<file path="src/logic/wdt_pkg.sv">
// shared constants, register map and decode helpers for the keyed watchdog
package wdt_pkg;

  // ==========================================================
  // counter and bus widths
  localparam int unsigned COUNT_W = 18;
  localparam int unsigned ADR_W = 8;
  localparam int unsigned DAT_W = 32;

  // ==========================================================
  // register indices, byte address is four times the index
  localparam logic [5:0] IDX_CTRL = 6'h00;
  localparam logic [5:0] IDX_FLAGS = 6'h01;
  localparam logic [5:0] IDX_SUBCFG = 6'h02;
  localparam logic [5:0] IDX_STATUS = 6'h03;

  // ==========================================================
  // field layout of watchdog_control
  localparam int KEY_HI = 7;
  localparam int KEY_LO = 3;
  localparam int SEL_HI = 2;
  localparam int SEL_LO = 0;
  localparam logic [7:0] CTRL_RESET = 8'h53;
  localparam logic [4:0] KEY_DISABLE = 5'h15;
  localparam logic [4:0] KEY_ENABLE = 5'h0a;

  // ==========================================================
  // bit positions of the flag, config and status words
  localparam int FLAG_KEY = 0;
  localparam int FLAG_VSEL = 1;
  localparam int FLAG_LV = 2;
  localparam int SUBCFG_SRC = 0;
  localparam int STAT_TO = 0;
  localparam int STAT_PDF = 1;
  localparam logic SUBCFG_RESET = 1'b0;

  // ==========================================================
  // pin synchroniser slots and their idle levels
  localparam int PIN_COUNT = 3;
  localparam int PIN_LXT = 0;
  localparam int PIN_LOW_SPEED_INTERNAL_RC = 1;
  localparam int PIN_RESN = 2;
  localparam logic [2:0] SYNC_RESET = 3'h4;

  // last count before overflow for each timeout select code
  function automatic logic [COUNT_W-1:0] timeoutLimit(input logic [2:0] sel);
    case (sel)
      3'h0: timeoutLimit = 18'h000ff;
      3'h1: timeoutLimit = 18'h003ff;
      3'h2: timeoutLimit = 18'h00fff;
      3'h3: timeoutLimit = 18'h03fff;
      3'h4: timeoutLimit = 18'h07fff;
      3'h5: timeoutLimit = 18'h0ffff;
      3'h6: timeoutLimit = 18'h1ffff;
      default: timeoutLimit = 18'h3ffff;
    endcase
  endfunction : timeoutLimit

  // true when the key field holds neither the enable nor the disable code
  function automatic logic keyInvalid(input logic [4:0] key);
    keyInvalid = (key != KEY_ENABLE) && (key != KEY_DISABLE);
  endfunction : keyInvalid

endpackage : wdt_pkg

</file>
<file path="src/logic/wdt_count_if.sv">
// link between the watchdog control logic and its sub clock counter
`timescale 1ns/1ps
interface wdt_count_if;
  import wdt_pkg::*;
  logic subTick;
  logic clearCount;
  logic runCount;
  logic [2:0] timeoutSelect;
  logic overflow;
  modport ctrl (output subTick, clearCount, runCount, timeoutSelect, input overflow);
  modport counter (input subTick, clearCount, runCount, timeoutSelect, output overflow);
endinterface : wdt_count_if

</file>
<file path="src/logic/sub_clock_counter.sv">
// sub clock tick counter with selectable overflow length
`timescale 1ns/1ps
module sub_clock_counter
  import wdt_pkg::*;
(
  input wire logic clock, // system clock
  input wire logic rst, // async reset, active high
  wdt_count_if.counter cnt // control side
);

  logic [COUNT_W-1:0] count_reg;
  logic overflow_reg;

  // ==========================================================
  // count sub clock ticks, clear has priority over everything
  always_ff @(posedge clock or posedge rst) begin
    if (rst) begin
      count_reg <= '0;
    end else if (cnt.clearCount || !cnt.runCount) begin
      count_reg <= '0;
    end else if (cnt.subTick) begin
      if (count_reg >= timeoutLimit(cnt.timeoutSelect)) begin
        count_reg <= '0;
      end else begin
        count_reg <= count_reg + 18'h00001;
      end
    end
  end

  // one-cycle overflow pulse on the tick that ends the period
  always_ff @(posedge clock or posedge rst) begin
    if (rst) begin
      overflow_reg <= 1'b0;
    end else begin
      overflow_reg <= cnt.runCount && !cnt.clearCount && cnt.subTick
        && (count_reg >= timeoutLimit(cnt.timeoutSelect));
    end
  end

  assign cnt.overflow = overflow_reg;

endmodule : sub_clock_counter

</file>
<file path="src/logic/keyed_watchdog_timer.sv">
// keyed watchdog timer with wishbone register access
//
// How it works
// - The counter advances on rising edges of the sub clock, picked from crystal or RC pin by a select bit.
// - The timeout select code chooses an overflow after 2^8, 2^10, 2^12, 2^14, 2^15, 2^16, 2^17 or 2^18 sub clock cycles.
// - A key of 10101b turns the watchdog off and a key of 01010b turns it on.
// - Any other key pattern fires a full reset two to three sub clock cycles later.
// - A reset from a bad key sets the key reset flag in bit 0 of the reset cause word.
// - Hardware never clears the key reset flag; software writes zero to clear it after handling it.
// - After power-on the control register holds key 01010b and timeout code 011.
// - In normal running an overflow requests a device reset and sets the time-out flag.
// - An overflow in sleep or idle sets time-out and power-down and asks only for a program counter reset.
// - The core keeps the counter from overflowing with the clear-watchdog instruction, one of several sources that clear it.
// - A halt, a bad-key reset and a low external reset pin also clear the counter.
// - Power-down is cleared by power-up or clear-watchdog and set by every halt.
// - A sleep overflow gives a wake reset while the pin gives a full reset, told apart by the two flags.
// - The control register holds the key in bits 7..3 and the timeout select in bits 2..0, all read-write.
// - Bits 7..3 of the reset cause word read as zero.
// - Entering sleep or idle clears the counter, which then runs only if enabled.
//
// Added by the designer: the Wishbone slave port and the register addresses.
`timescale 1ns/1ps
module keyed_watchdog_timer
  import wdt_pkg::*;
(
  input wire logic clock, // 40 MHz system clock
  input wire logic rst, // power-on reset, async, active high
  input wire logic wb_cyc_i, // wishbone cycle
  input wire logic wb_stb_i, // wishbone strobe
  input wire logic wb_we_i, // wishbone write enable
  input wire logic [ADR_W-1:0] wb_adr_i, // byte address
  input wire logic [3:0] wb_sel_i, // byte lane selects
  input wire logic [DAT_W-1:0] wb_dat_i, // write data
  output logic [DAT_W-1:0] wb_dat_o, // read data
  output logic wb_ack_o, // transfer acknowledge
  input wire logic lowSpeedCrystal, // crystal sub clock pin
  input wire logic lowSpeedInternalRc, // internal rc sub clock
  input wire logic externalResetPinN, // external reset pin, low active
  input wire logic clearWatchdogInstruction, // core pulse
  input wire logic haltInstruction, // core pulse
  input wire logic sleepMode, // core is in sleep or idle
  input wire logic lowVoltageResetFlag, // kept by supply monitor
  input wire logic voltageSelectResetFlag, // kept by supply monitor
  output logic watchdogResetReq, // full reset pulse
  output logic wakeResetReq, // pc and sp reset pulse
  output logic timeoutStatusFlag, // time-out flag
  output logic powerDownFlag // power-down flag
);

  typedef enum logic [1:0] {keyIdle, keyArmed, keyMid, keyLast} key_state_e;

  wdt_count_if cnt ();

  logic [PIN_COUNT-1:0] pinRaw;
  logic [PIN_COUNT-1:0] pinSync;
  logic subSel;
  logic subPrev_reg;
  logic subTick_reg;
  logic [7:0] ctrl_reg;
  logic subCfg_reg;
  logic keyFlag_reg;
  logic timeout_reg;
  logic powerDown_reg;
  logic resetReq_reg;
  logic wakeReq_reg;
  logic ack_reg;
  logic [DAT_W-1:0] rdata_reg;
  logic [DAT_W-1:0] rdata_next;
  key_state_e keyState_reg;
  key_state_e keyState_next;
  logic keyFire;
  logic wdtEnabled;
  logic busTake;
  logic busWrite;
  logic [5:0] regIndex;

  // ==========================================================
  // pin synchronisers
  // all three pins come from outside this clock, so each passes two
  // flops before any logic looks at it
  // the reset pin slot resets to its idle high level so leaving reset clears nothing

  assign pinRaw[PIN_LXT] = lowSpeedCrystal;
  assign pinRaw[PIN_LOW_SPEED_INTERNAL_RC] = lowSpeedInternalRc;
  assign pinRaw[PIN_RESN] = externalResetPinN;

  genvar g;
  generate
    for (g = 0; g < PIN_COUNT; g++) begin : gSync
      logic first_reg;
      logic second_reg;
      // the first flop feeds only the second
      always_ff @(posedge clock or posedge rst) begin
        if (rst) begin
          first_reg <= SYNC_RESET[g];
          second_reg <= SYNC_RESET[g];
        end else begin
          first_reg <= pinRaw[g];
          second_reg <= first_reg;
        end
      end
      assign pinSync[g] = second_reg;
    end
  endgenerate

  // ==========================================================
  // sub clock tick
  // switching source may produce one extra or one lost tick; the
  // watchdog period is coarse so this is accepted
  // limitation: a stopped source gives no ticks, so the watchdog then never fires

  assign subSel = subCfg_reg ? pinSync[PIN_LXT] : pinSync[PIN_LOW_SPEED_INTERNAL_RC];

  // rising edge of the selected sub clock, one system cycle wide
  always_ff @(posedge clock or posedge rst) begin
    if (rst) begin
      subPrev_reg <= 1'b0;
      subTick_reg <= 1'b0;
    end else begin
      subPrev_reg <= subSel;
      subTick_reg <= subSel && !subPrev_reg;
    end
  end

  // ==========================================================
  // counter hook-up

  // only the enable code lets the counter run
  // an invalid key also stops the count; the bad key sequencer takes over from there
  assign wdtEnabled = (ctrl_reg[KEY_HI:KEY_LO] == KEY_ENABLE);

  // every clear source, the pin acts as long as it is held low
  assign cnt.clearCount = clearWatchdogInstruction
    || haltInstruction
    || keyFire
    || !pinSync[PIN_RESN];

  assign cnt.subTick = subTick_reg;
  assign cnt.runCount = wdtEnabled;
  assign cnt.timeoutSelect = ctrl_reg[SEL_HI:SEL_LO];

  sub_clock_counter counter (
    .clock (clock),
    .rst (rst),
    .cnt (cnt.counter)
  );

  // ==========================================================
  // bad key sequencer
  // once armed the reset is committed; a later write of a good key does
  // not call it off, so a glitched key can never escape the reset

  assign keyFire = (keyState_reg == keyLast) && subTick_reg;

  // next state, the third sub clock edge after arming fires, so the reset
  // lands two to three sub periods after the bad key appears
  always_comb begin
    keyState_next = keyState_reg;
    case (keyState_reg)
      keyIdle: begin
        if (keyInvalid(ctrl_reg[KEY_HI:KEY_LO])) begin
          keyState_next = keyArmed;
        end
      end
      keyArmed: begin
        if (subTick_reg) begin
          keyState_next = keyMid;
        end
      end
      keyMid: begin
        if (subTick_reg) begin
          keyState_next = keyLast;
        end
      end
      keyLast: begin
        if (subTick_reg) begin
          keyState_next = keyIdle;
        end
      end
      default: begin
        keyState_next = keyIdle;
      end
    endcase
  end

  // state register
  always_ff @(posedge clock or posedge rst) begin
    if (rst) begin
      keyState_reg <= keyIdle;
    end else begin
      keyState_reg <= keyState_next;
    end
  end

  // ==========================================================
  // wishbone slave
  // classic single cycle; ack comes one clock after the strobe and
  // drops the clock after, so a held strobe is served again every second clock
  // writes land on the taking edge; the ack a clock later only reports it

  assign busTake = wb_cyc_i && wb_stb_i && !ack_reg;
  assign busWrite = busTake && wb_we_i && wb_sel_i[0];
  assign regIndex = wb_adr_i[ADR_W-1:2];

  // acknowledge, every address answers
  always_ff @(posedge clock or posedge rst) begin
    if (rst) begin
      ack_reg <= 1'b0;
    end else begin
      ack_reg <= busTake;
    end
  end

  // read mux, unmapped indices read as zero
  always_comb begin
    rdata_next = '0;
    case (regIndex)
      IDX_CTRL: begin
        rdata_next[7:0] = ctrl_reg;
      end
      IDX_FLAGS: begin
        // bits 7..3 of the reset cause word stay zero from the default above
        rdata_next[FLAG_KEY] = keyFlag_reg;
        rdata_next[FLAG_VSEL] = voltageSelectResetFlag;
        rdata_next[FLAG_LV] = lowVoltageResetFlag;
      end
      IDX_SUBCFG: begin
        rdata_next[SUBCFG_SRC] = subCfg_reg;
      end
      IDX_STATUS: begin
        rdata_next[STAT_TO] = timeout_reg;
        rdata_next[STAT_PDF] = powerDown_reg;
      end
      default: begin
        rdata_next = '0;
      end
    endcase
  end

  // read data is captured with the ack and held until the next read request
  always_ff @(posedge clock or posedge rst) begin
    if (rst) begin
      rdata_reg <= '0;
    end else if (busTake && !wb_we_i) begin
      rdata_reg <= rdata_next;
    end
  end

  // ==========================================================
  // software registers

  // control register; a fired bad key restores the power-on value so
  // the device does not reset forever
  always_ff @(posedge clock or posedge rst) begin
    if (rst) begin
      ctrl_reg <= CTRL_RESET;
    end else if (keyFire) begin
      ctrl_reg <= CTRL_RESET;
    end else if (busWrite && (regIndex == IDX_CTRL)) begin
      ctrl_reg <= wb_dat_i[7:0];
    end
  end

  // sub clock source select
  always_ff @(posedge clock or posedge rst) begin
    if (rst) begin
      subCfg_reg <= SUBCFG_RESET;
    end else if (busWrite && (regIndex == IDX_SUBCFG)) begin
      subCfg_reg <= wb_dat_i[SUBCFG_SRC];
    end
  end

  // key reset flag, hardware only sets it and the set wins a clash
  // software must write zero once it has handled the event
  always_ff @(posedge clock or posedge rst) begin
    if (rst) begin
      keyFlag_reg <= 1'b0;
    end else if (keyFire) begin
      keyFlag_reg <= 1'b1;
    end else if (busWrite && (regIndex == IDX_FLAGS)) begin
      keyFlag_reg <= wb_dat_i[FLAG_KEY];
    end
  end

  // ==========================================================
  // core status flags

  // time-out flag: any overflow sets it, a halt clears it; set wins
  // keeping it set on a clash means an overflow is never lost
  always_ff @(posedge clock or posedge rst) begin
    if (rst) begin
      timeout_reg <= 1'b0;
    end else if (cnt.overflow) begin
      timeout_reg <= 1'b1;
    end else if (haltInstruction) begin
      timeout_reg <= 1'b0;
    end
  end

  // power-down flag: halt or a sleep overflow sets, clear-watchdog clears
  // a halt and a clear in the same cycle leave the flag set
  always_ff @(posedge clock or posedge rst) begin
    if (rst) begin
      powerDown_reg <= 1'b0;
    end else if (haltInstruction || (cnt.overflow && sleepMode)) begin
      powerDown_reg <= 1'b1;
    end else if (clearWatchdogInstruction) begin
      powerDown_reg <= 1'b0;
    end
  end

  // ==========================================================
  // reset requests
  // both are single pulses; the reset controller widens them as it needs

  // full reset: normal-mode overflow or a fired bad key
  always_ff @(posedge clock or posedge rst) begin
    if (rst) begin
      resetReq_reg <= 1'b0;
    end else begin
      resetReq_reg <= (cnt.overflow && !sleepMode) || keyFire;
    end
  end

  // wake reset: overflow while asleep resets only pc and stack pointer
  always_ff @(posedge clock or posedge rst) begin
    if (rst) begin
      wakeReq_reg <= 1'b0;
    end else begin
      wakeReq_reg <= cnt.overflow && sleepMode;
    end
  end

  // ==========================================================
  // outputs, all straight from flops
  // the reset controller sees only registered pulses, never a raw decode

  assign wb_ack_o = ack_reg;
  assign wb_dat_o = rdata_reg;
  assign watchdogResetReq = resetReq_reg;
  assign wakeResetReq = wakeReq_reg;
  assign timeoutStatusFlag = timeout_reg;
  assign powerDownFlag = powerDown_reg;

endmodule : keyed_watchdog_timer

</file>
<file path="config.mk">
export PLATFORM = sky130hd
export DESIGN_NAME = keyed_watchdog_timer
export DESIGN_NICKNAME = d
export VERILOG_FILES = /design/src/logic/wdt_pkg.sv /design/src/logic/wdt_count_if.sv /design/src/logic/sub_clock_counter.sv /design/src/logic/keyed_watchdog_timer.sv
export SDC_FILE = /design/constraint.sdc
export NUM_CORES = 1
export LEC_CHECK = 0
export ABC_AREA = 1
export ABC_CLOCK_PERIOD_IN_PS = 3360
export BUFFER_PORTS_ARGS = -buffer_cell sky130_fd_sc_hd__buf_2
export CAP_MARGIN = 10
export CORE_ASPECT_RATIO = 1.25
export CORE_MARGIN = 4
export CORE_UTILIZATION = 55
export CTS_CLUSTER_SIZE = 14
export DETAILED_ROUTE_END_ITERATION = 10
export GPL_TIMING_DRIVEN = 0
export PLACE_DENSITY = 0.92
export SYNTH_ARGS = -nofsm -noshare
export SYNTH_HDL_FRONTEND = slang
export SYNTH_SLANG_ARGS = --single-unit
</file>
<file path="constraint.sdc">
create_clock -name clock -period 3.36 [get_ports clock]
set_input_delay 0.336 -clock clock [delete_from_list [all_inputs] [get_ports clock]]
set_output_delay 0.336 -clock clock [all_outputs]
set_load 0.01 [all_outputs]
</file>
# Word-level counts from Yosys, hierarchy flattened
# Cells that the tools add are included.
[totals]
inputBits = 57
reg_bits = 52
[classes]
n_eq_ne = 19
addsub = 1
n_mux = 24
order_cmp = 2
reduce_logical = 38
[ops]
columns = ["op", "count"]
rows = [
  ["$pmux 18 s7", 1],
  ["$mux 18", 5],
  ["$ge 18x18->1", 2],
  ["$add 18x1->18 const B", 1],
  ["$logic_and 1x1->1", 16],
  ["$mux 8", 2],
  ["$eq 6x2->1 const B", 2],
  ["$reduce_bool 2->1", 5],
  ["$eq 3x3->1 const B", 3],
  ["$mux 2", 4],
  ["$ne 2x2->1 const B", 4],
  ["$pmux 2 s4", 1],
  ["$logic_not 1->1", 7],
  ["$mux 1", 7],
  ["$eq 3x2->1 const B", 2],
  ["$eq 6x1->1 const B", 1],
  ["$logic_not 6->1", 1],
  ["$logic_or 1x1->1", 6],
  ["$eq 5x4->1 const B", 1],
  ["$mux 5", 1],
  ["$ne 5x4->1 const B", 1],
  ["$ne 5x5->1 const B", 1],
  ["$eq 2x2->1 const B", 2],
  ["$pmux 1 s4", 1],
  ["other kinds (7)", 7],
]

# Longest topological paths before layout
# Gate-level depths: netlist of the first run.
[depth]
ltp_word = 10
depth_mapped = 12
depth_no_buf = 11

# Cells and area by module
# From an unflattened synthesis of the first run, not the netlist that was laid out.
[hier_totals]
cells_unflattened = 423
area_unflattened_um2 = 3233.1
[modules_own_cells]
columns = ["module", "instances", "area_per_inst_um2", "cells_per_inst"]
rows = [
  ["keyed_watchdog_timer", 1, 1699.1, 198],
  ["sub_clock_counter", 1, 1534.0, 225],
]

# Least setup slack after synthesis of the first run
# Ideal clock, no wire load.
[synth_path]
path_type = "register to register"
startpoint = "reg ctrl_reg[1]"
endpoint = "reg counter.count_reg[0]"
setup_ps = 124
path_stages_with_launch = 12
synth_period_minus_slack_ps = 2018
setup_slack_ps = 1342
required_ps = 3236
arrival_ps = 1894
cell_sequence = "dfstp_2 clkbuf_1 nand3_1 ha_1 nand2_1 nor2_2 nand2_1 nor2_1 nand3_1 nand3_2 buf_6 o21bai_2"
[synth_via]
elab_chain_cells = 8
elab_cells_between_ends = 14
classes_between = "1 x order compare; 6 x eq/ne; 6 x mux; 1 x reduce/logical"
[synth_lines]
columns = ["item", "line_no", "text"]
rows = [
  ["start: declaration", "keyed_watchdog_timer.sv:59", "logic [7:0] ctrl_reg;"],
  ["start signal: assignment", "keyed_watchdog_timer.sv:260", "ctrl_reg <= wb_dat_i[7:0];"],
  ["$eq 3x3->1 (tied with other cells)", "wdt_pkg.sv:47", "case (sel)"],
  ["$pmux 18 s7 *", "wdt_pkg.sv:47", ""],
  ["$mux 18 *", "sub_clock_counter.sv:21", "end else if (cnt.subTick) begin"],
  ["$mux 18 *", "sub_clock_counter.sv:19", "end else if (cnt.clearCount || !cnt.runCount) begin"],
  ["$ge 18x18->1 *", "sub_clock_counter.sv:22", "if (count_reg >= timeoutLimit(cnt.timeoutSelect)) begin"],
  ["$mux 18 *", "sub_clock_counter.sv:22", ""],
  ["$mux 18 *", "sub_clock_counter.sv:21", ""],
  ["$mux 18 *", "sub_clock_counter.sv:19", ""],
  ["end signal: assignment", "sub_clock_counter.sv:25", "count_reg <= count_reg + 18'h00001;"],
  ["end: declaration", "sub_clock_counter.sv:11", "logic [COUNT_W-1:0] count_reg;"],
]
# Mark *: on every way between the ends. The rest lies on a longest branch, timed or not. The select of a mux whose other input is x is not followed.
# A chain may end at the register's enable or synchronous reset.

# Worst setup path in the final report of the first run
# Same ends and word-level chain as after synthesis.

==> flow_summary.ini, run 1 <==
[cts]
clockBufferDepth = 2
cts_tree = done
cts_resized = 0
clk_latency_ps = 320
root_buffer = clkbuf_8
h-tree-depth = 2
cts_buffers = 5
postCtsSetupBuffers = 0
clk_pin_slew_ps = 100
hold_buffers = 1
clock_sinks = 52

[sta]
fin_ws_ps = 1034
rsz0062_at_grt = false
holdWs_ps = 116.0
setup-tns-final_ps = 0
layout_min_cycle_time_ps = 2326
setup_viol = 0
min_period_over_period_pct = 69.24
max_freq_mhz = 429.9
finalHoldViolCount = 0
clock_skew_ps = 17.86
slew_viol_final = 0

[critical_path]
r2r_slack_ps = 1030
cp.arrival_ps = 2520
timing.rr.start = ctrl_reg[1]
rr_worst_depth = 11
critPathRequiredTime_ps = 3560
crit_fanout = 10
r2r_end = counter.count_reg[0]
critical_path_class = reg2reg
worstSetupEndpointType = flip-flop
worstSetupStartpointType = flip-flop

[synthesis]
yosysMostFrequentCell = nand2_1
synthesis.instances = 389
synth_commonest_cells = nand2_1 (93), nor2_1 (49), dfrtp_1 (46), inv_1 (44), buf_4 (24)
yosys-top-cells-area = dfrtp_1 (37%), nand2_1 (11%), ha_1 (6.4%)
synth_area_um2 = 3132
synth-async-reset-ratio_pct = 100.0
yosysWarnings = 0
yosysUniqueCellTypes = 32
yosysTopAreaCellShare_pct = 36.76
synth_flop_cell = dfrtp_1
yosysTopAreaCell = dfrtp_1
avgSynthCellArea_um2 = 8.051
synth_edf_count = 0
ys_ff_latch = 52
seq_area_frac_synth_pct = 41.79

[power]
ir_worst_vdd_v = 0.0003700
pwr_density_cell_nw_per_um2 = 415.4
p_leak_nw = 1.866

[final_layout]
multiInputGateArea_um2 = 1529
fillerInstances = 440
antennaDiodeCount = 0
drive_gt1_share_pct = 25.32
largest_reg_flops = 18
area_growth_pct = 15.74
utilization_pct = 66.14
nets = 534
regArea_um2 = 1309

[detailed_routing]
dr.pass1.iters = 7
vias_per_cell = 5.023
vias = 2642
ant_nets = 0
routed_wl_mm = 6.511
routedWlPerCell_um = 12.38
drc = 0
drtIter0Drc = 115

[global_route]
grt.total_usage_pct = 19.93
grt_pass1_vias = 2652
grt_max_degree = 43
antenna_found_initial = 0
grt_pass1_wl_mm = 10.98
grt_overflow = 0

[die]
rows = 30
initial_utilization_pct = 57.15
fp.dieW_um = 75.49
die_area_um2 = 6973
ios = 94
fp.dieH_um = 92.37
core_region_area_um2 = 5480

[placement]
place.gp.congestion = 0.9064
numPortBuffers = 40
dp_hpwl_mm = 5.243
pre_cts_ws_ps = 1031

[hold_path]
min_path_type = in2reg
whs_path_depth = 1
hold_path_end = gSync[2].first_reg
min_from = externalResetPinN

[status]
status = complete, no violations

[run]
cap_violations = 0
-- worst max-delay path, stage by stage (launching register included) --
cell	delay (ps)
dfstp_2	520
clkbuf_1	290
nand3_1	130
ha_1	310
nand2_1	90
nor2_2	170
nand2_1	100
nor2_1	110
nand3_1	90
nand3_2	150
buf_6	190
o21bai_2	70
-- power by group --
| group | leakage [nW] | internal (mW) | switching (mW) | total [mW] |
|---|---|---|---|---|
| registers | 0.670 | 0.688 | 0.0496 | 0.738 |
| clock network | 0.0463 | 0.153 | 0.223 | 0.376 |
| logic | 1.15 | 0.146 | 0.246 | 0.392 |
| total | 1.87 | 0.987 | 0.519 | 1.51 |
-- kinds of logic after synthesis --
family                     Yosys count  synth area share [%]
other                                1                0.1197
and+or+nand+nor                    189                 26.61
adders and majority gates           16                 6.392
AOI/OAI and AO/OA                   44                 9.589
buffers and inverters               75                 12.14
DFF                                 52                 41.79
xor gates and xnor gates            12                 3.356
-- worst max path at each step --
stage	startpoint	end	depth (start not counted)
after detailed placement	ctrl_reg[1]	counter.count_reg[4]	11
after global placement	ctrl_reg[1]	counter.count_reg[0]	11
after CTS	ctrl_reg[1]	counter.count_reg[0]	11
after global routing	ctrl_reg[1]	counter.count_reg[0]	11
final	ctrl_reg[1]	counter.count_reg[0]	11
after floorplan	ctrl_reg[1]	counter.count_reg[0]	11
-- through the flow --
step	power [mW]	area (um2)	cells
6_report	1.506	3625	526
5_1_grt	1.600	3625	526
4_1_cts	1.513	3625	526
3_5_place_dp	1.139	3518	517
3_3_place_gp	1.109	3498	516
2_1_floorplan	1.031	3218	412
-- layer usage --
layer	vias to the layer above	wire, um	global-route usage (%)
met1	1244	2496	22.42
met3	18	300	4.235
met4	0	198	8.601
met2	66	3516	35.09
met5	-	0	0
li1	1314	-	-
-- layout make-up --
cell class | instances | share of cell area (%)
Multi-Input combinational cell | 285 | 42.18
Tap cell | 64 | 2.209
Clock buffer | 5 | 1.899
Clock inverter | 3 | 0.7594
Buffer | 27 | 5.523
Inverter | 48 | 4.971
Timing Repair Buffer | 42 | 6.351
Sequential cell | 52 | 36.11
-- layout by cell type, fill, tap and decap left out, types with 11 or more instances in the layout --
master,synthesis,final
ha_1,16,16
o21ai_0,17,17
nor2_1,49,49
buf_2,1,41
nand2_1,93,93
xor2_1,11,11
nor2_2,11,11
nand3_1,19,19
inv_1,44,43
buf_4,24,24
dfrtp_1,46,46
conb_1,1,24
No activity file was read; power rests on OpenSTA's default activity.
==> inputs of run 2 (changes only) <==
--- a/config.mk
+++ b/config.mk
@@ -6,16 +6,16 @@
 export NUM_CORES = 1
 export LEC_CHECK = 0
 export ABC_AREA = 1
-export ABC_CLOCK_PERIOD_IN_PS = 3360
+export ABC_CLOCK_PERIOD_IN_PS = 2000
 export BUFFER_PORTS_ARGS = -buffer_cell sky130_fd_sc_hd__buf_2
 export CAP_MARGIN = 10
 export CORE_ASPECT_RATIO = 1.25
 export CORE_MARGIN = 4
-export CORE_UTILIZATION = 55
+export CORE_UTILIZATION = 47
 export CTS_CLUSTER_SIZE = 14
 export DETAILED_ROUTE_END_ITERATION = 10
 export GPL_TIMING_DRIVEN = 0
-export PLACE_DENSITY = 0.92
+export PLACE_DENSITY = 0.85
 export SYNTH_ARGS = -nofsm -noshare
 export SYNTH_HDL_FRONTEND = slang
 export SYNTH_SLANG_ARGS = --single-unit
==> constraint.sdc (replaced) <==
create_clock -name clock -period 2 [get_ports clock]
set_input_delay 0.2 -clock clock [delete_from_list [all_inputs] [get_ports clock]]
set_output_delay 0.2 -clock clock [all_outputs]
set_load 0.01 [all_outputs]
==> flow_summary.ini, run 2 (synthesized netlist as in run 1, its figures left out) <==
[status]
status = complete, but fails checks
failed_checks = negative setup slack

[global_route]
grt_pass1_wl_mm = 11.17
antenna_found_initial = 0
grt_overflow = 0
grt_max_degree = 28
grt_pass1_vias = 2622
grt.total_usage_pct = 17.30

[cts]
clk_pin_slew_ps = 100
h-tree-depth = 2
cts_buffers = 5
clock_sinks = 52
cts_tree = done
clk_latency_ps = 310
root_buffer = clkbuf_8
clockBufferDepth = 2

[die]
initial_utilization_pct = 48.01
core_region_area_um2 = 6524
die_area_um2 = 8041
ios = 94
fp.dieH_um = 99.27
fp.dieW_um = 81.01
rows = 33

[critical_path]
worstSetupEndpointType = flip-flop
crit_slowest_cell = dfstp_4
crit_path_frequent_cell = nand3_4
r2r_slack_ps = -80
crit_fanout = 8
cp.arrival_ps = 2270
slowest_delay_ps = 730
critical_path.cell_chain = nand3_4, ha_4, nand2_4, nor2_4, nand2_2, nor2_2, nand3_2, nand3_4, clkbuf_16, o21bai_2
r2r_end = counter.count_reg[4]
crit_path_end = counter.count_reg[4]
worstSetupStartpointType = flip-flop
cp-startpoint = ctrl_reg[1]
rr_worst_depth = 10
critical_path_class = reg2reg
critPathRequiredTime_ps = 2190
timing.rr.start = ctrl_reg[1]

[detailed_routing]
routed_wl_mm = 7.323
routedWlPerCell_um = 13.17
vias_per_cell = 4.890
vias = 2719
ant_nets = 0
dr.pass1.iters = 6
drc = 0
drtIter0Drc = 210

[power]
p_leak_nw = 1.911
pwr_density_cell_nw_per_um2 = 717.4
ir_worst_vdd_v = 0.0005931

[hold_path]
min_path_type = in2reg

[sta]
max_freq_mhz = 481.8
rsz0062_at_grt = true
slew_headroom_pct = 62.79
fin_ws_ps = -75.50
setup_viol = 13
slew_viol_final = 0
min_period_over_period_pct = 103.8
clock_skew_ps = 9.530
layout_min_cycle_time_ps = 2076
finalHoldViolCount = 0
tightest_slew_ps = 557.4
setup-tns-final_ps = -756.5

[placement]
dp_hpwl_mm = 5.217
numPortBuffers = 40
place.gp.congestion = 0.9226

[run]
cap_violations = 0

[final_layout]
final_cell_mix = nand2_1 (86), nor2_1 (45), dfrtp_1 (45), inv_1 (41), buf_2 (41)
fillerInstances = 549
nets = 541
antennaDiodeCount = 0
final_common_cell = nand2_1
largest_reg_flops = 18
utilization_pct = 61.05
area_growth_pct = 27.17
drive_gt1_share_pct = 32.20
## run 2: worst max-delay path: cells and delay by family (launching register included)
family / cells / cell delay (ps)
and+or+nand+nor: 7 / 710
buffers and inverters: 1 / 170
adders and majority gates: 1 / 300
AOI/OAI and AO/OA: 1 / 50
DFF: 1 / 730
## run 2: stage by stage
stage | power (mW) | cell area, um2 | instances | setup slack (ps) | hold WS, ps
2_1_floorplan | 1.733 | 3219 | 412 | 66.32 | 204.5
3_3_place_gp | 1.862 | 3528 | 539 | -108.8 | 305.1
3_5_place_dp | 1.929 | 3548 | 540 | -203.0 | 287.7
4_1_cts | 2.550 | 3706 | 554 | -21.67 | 85.97
5_1_grt | 3.031 | 3983 | 556 | -183.0 | 87.85
6_report | 2.857 | 3983 | 556 | -75.50 | 87.48
## run 2: power breakdown
group / leakage [nW] / total (mW) / switching, mW / internal, mW
clock network: 0.0412 / 0.592 / 0.346 / 0.245
logic: 1.20 / 0.944 / 0.546 / 0.398
registers: 0.669 / 1.32 / 0.157 / 1.16
## run 2: cell type report
class                           count  area [um2]  share of cell area (%)
Timing Repair Buffer               50       315.3                   7.917
Clock buffer                        6       72.57                   1.822
Buffer                             26       200.2                   5.027
Sequential cell                    52        1314                   32.99
Inverter                           48       180.2                   4.524
Multi-Input combinational cell    285        1779                   44.67
Tap cell                           87       108.9                   2.733
Clock inverter                      2       12.51                  0.3142
## run 2: per-layer routing
layer / wire, um / GRT usage, % / up-vias
met1: 2601 / 19.39 / 1279
li1: - / - / 1328
met5: 0 / 0 / -
met2: 4241 / 32.64 / 89
met4: 172 / 4.941 / 0
met3: 307 / 3.080 / 23
## run 2: timing repair
action | in CTS | in global routing
resized for setup | 4 | 43
hold endpoints to repair | 23 | 0
buffers inserted | 3 | 1
pin swaps | 0 | 9
endpoints found under the setup margin | 14 | 18
gates cloned | 0 | 1
hold buffers | 4 | 0
## run 2: how the worst min path moves through the flow
stage | start | end | slack [ps] | cells after the start
2_1_floorplan | externalResetPinN | gSync[2].first_reg | 200 | 0
3_3_place_gp | externalResetPinN | gSync[2].first_reg | 310 | 1
3_5_place_dp | rst | wb_dat_o[3] | 290 | 2
4_1_cts | clearWatchdogInstruction | powerDownFlag | 90 | 2
5_1_grt | clearWatchdogInstruction | powerDownFlag | 90 | 2
6_report | clearWatchdogInstruction | powerDownFlag | 90 | 2
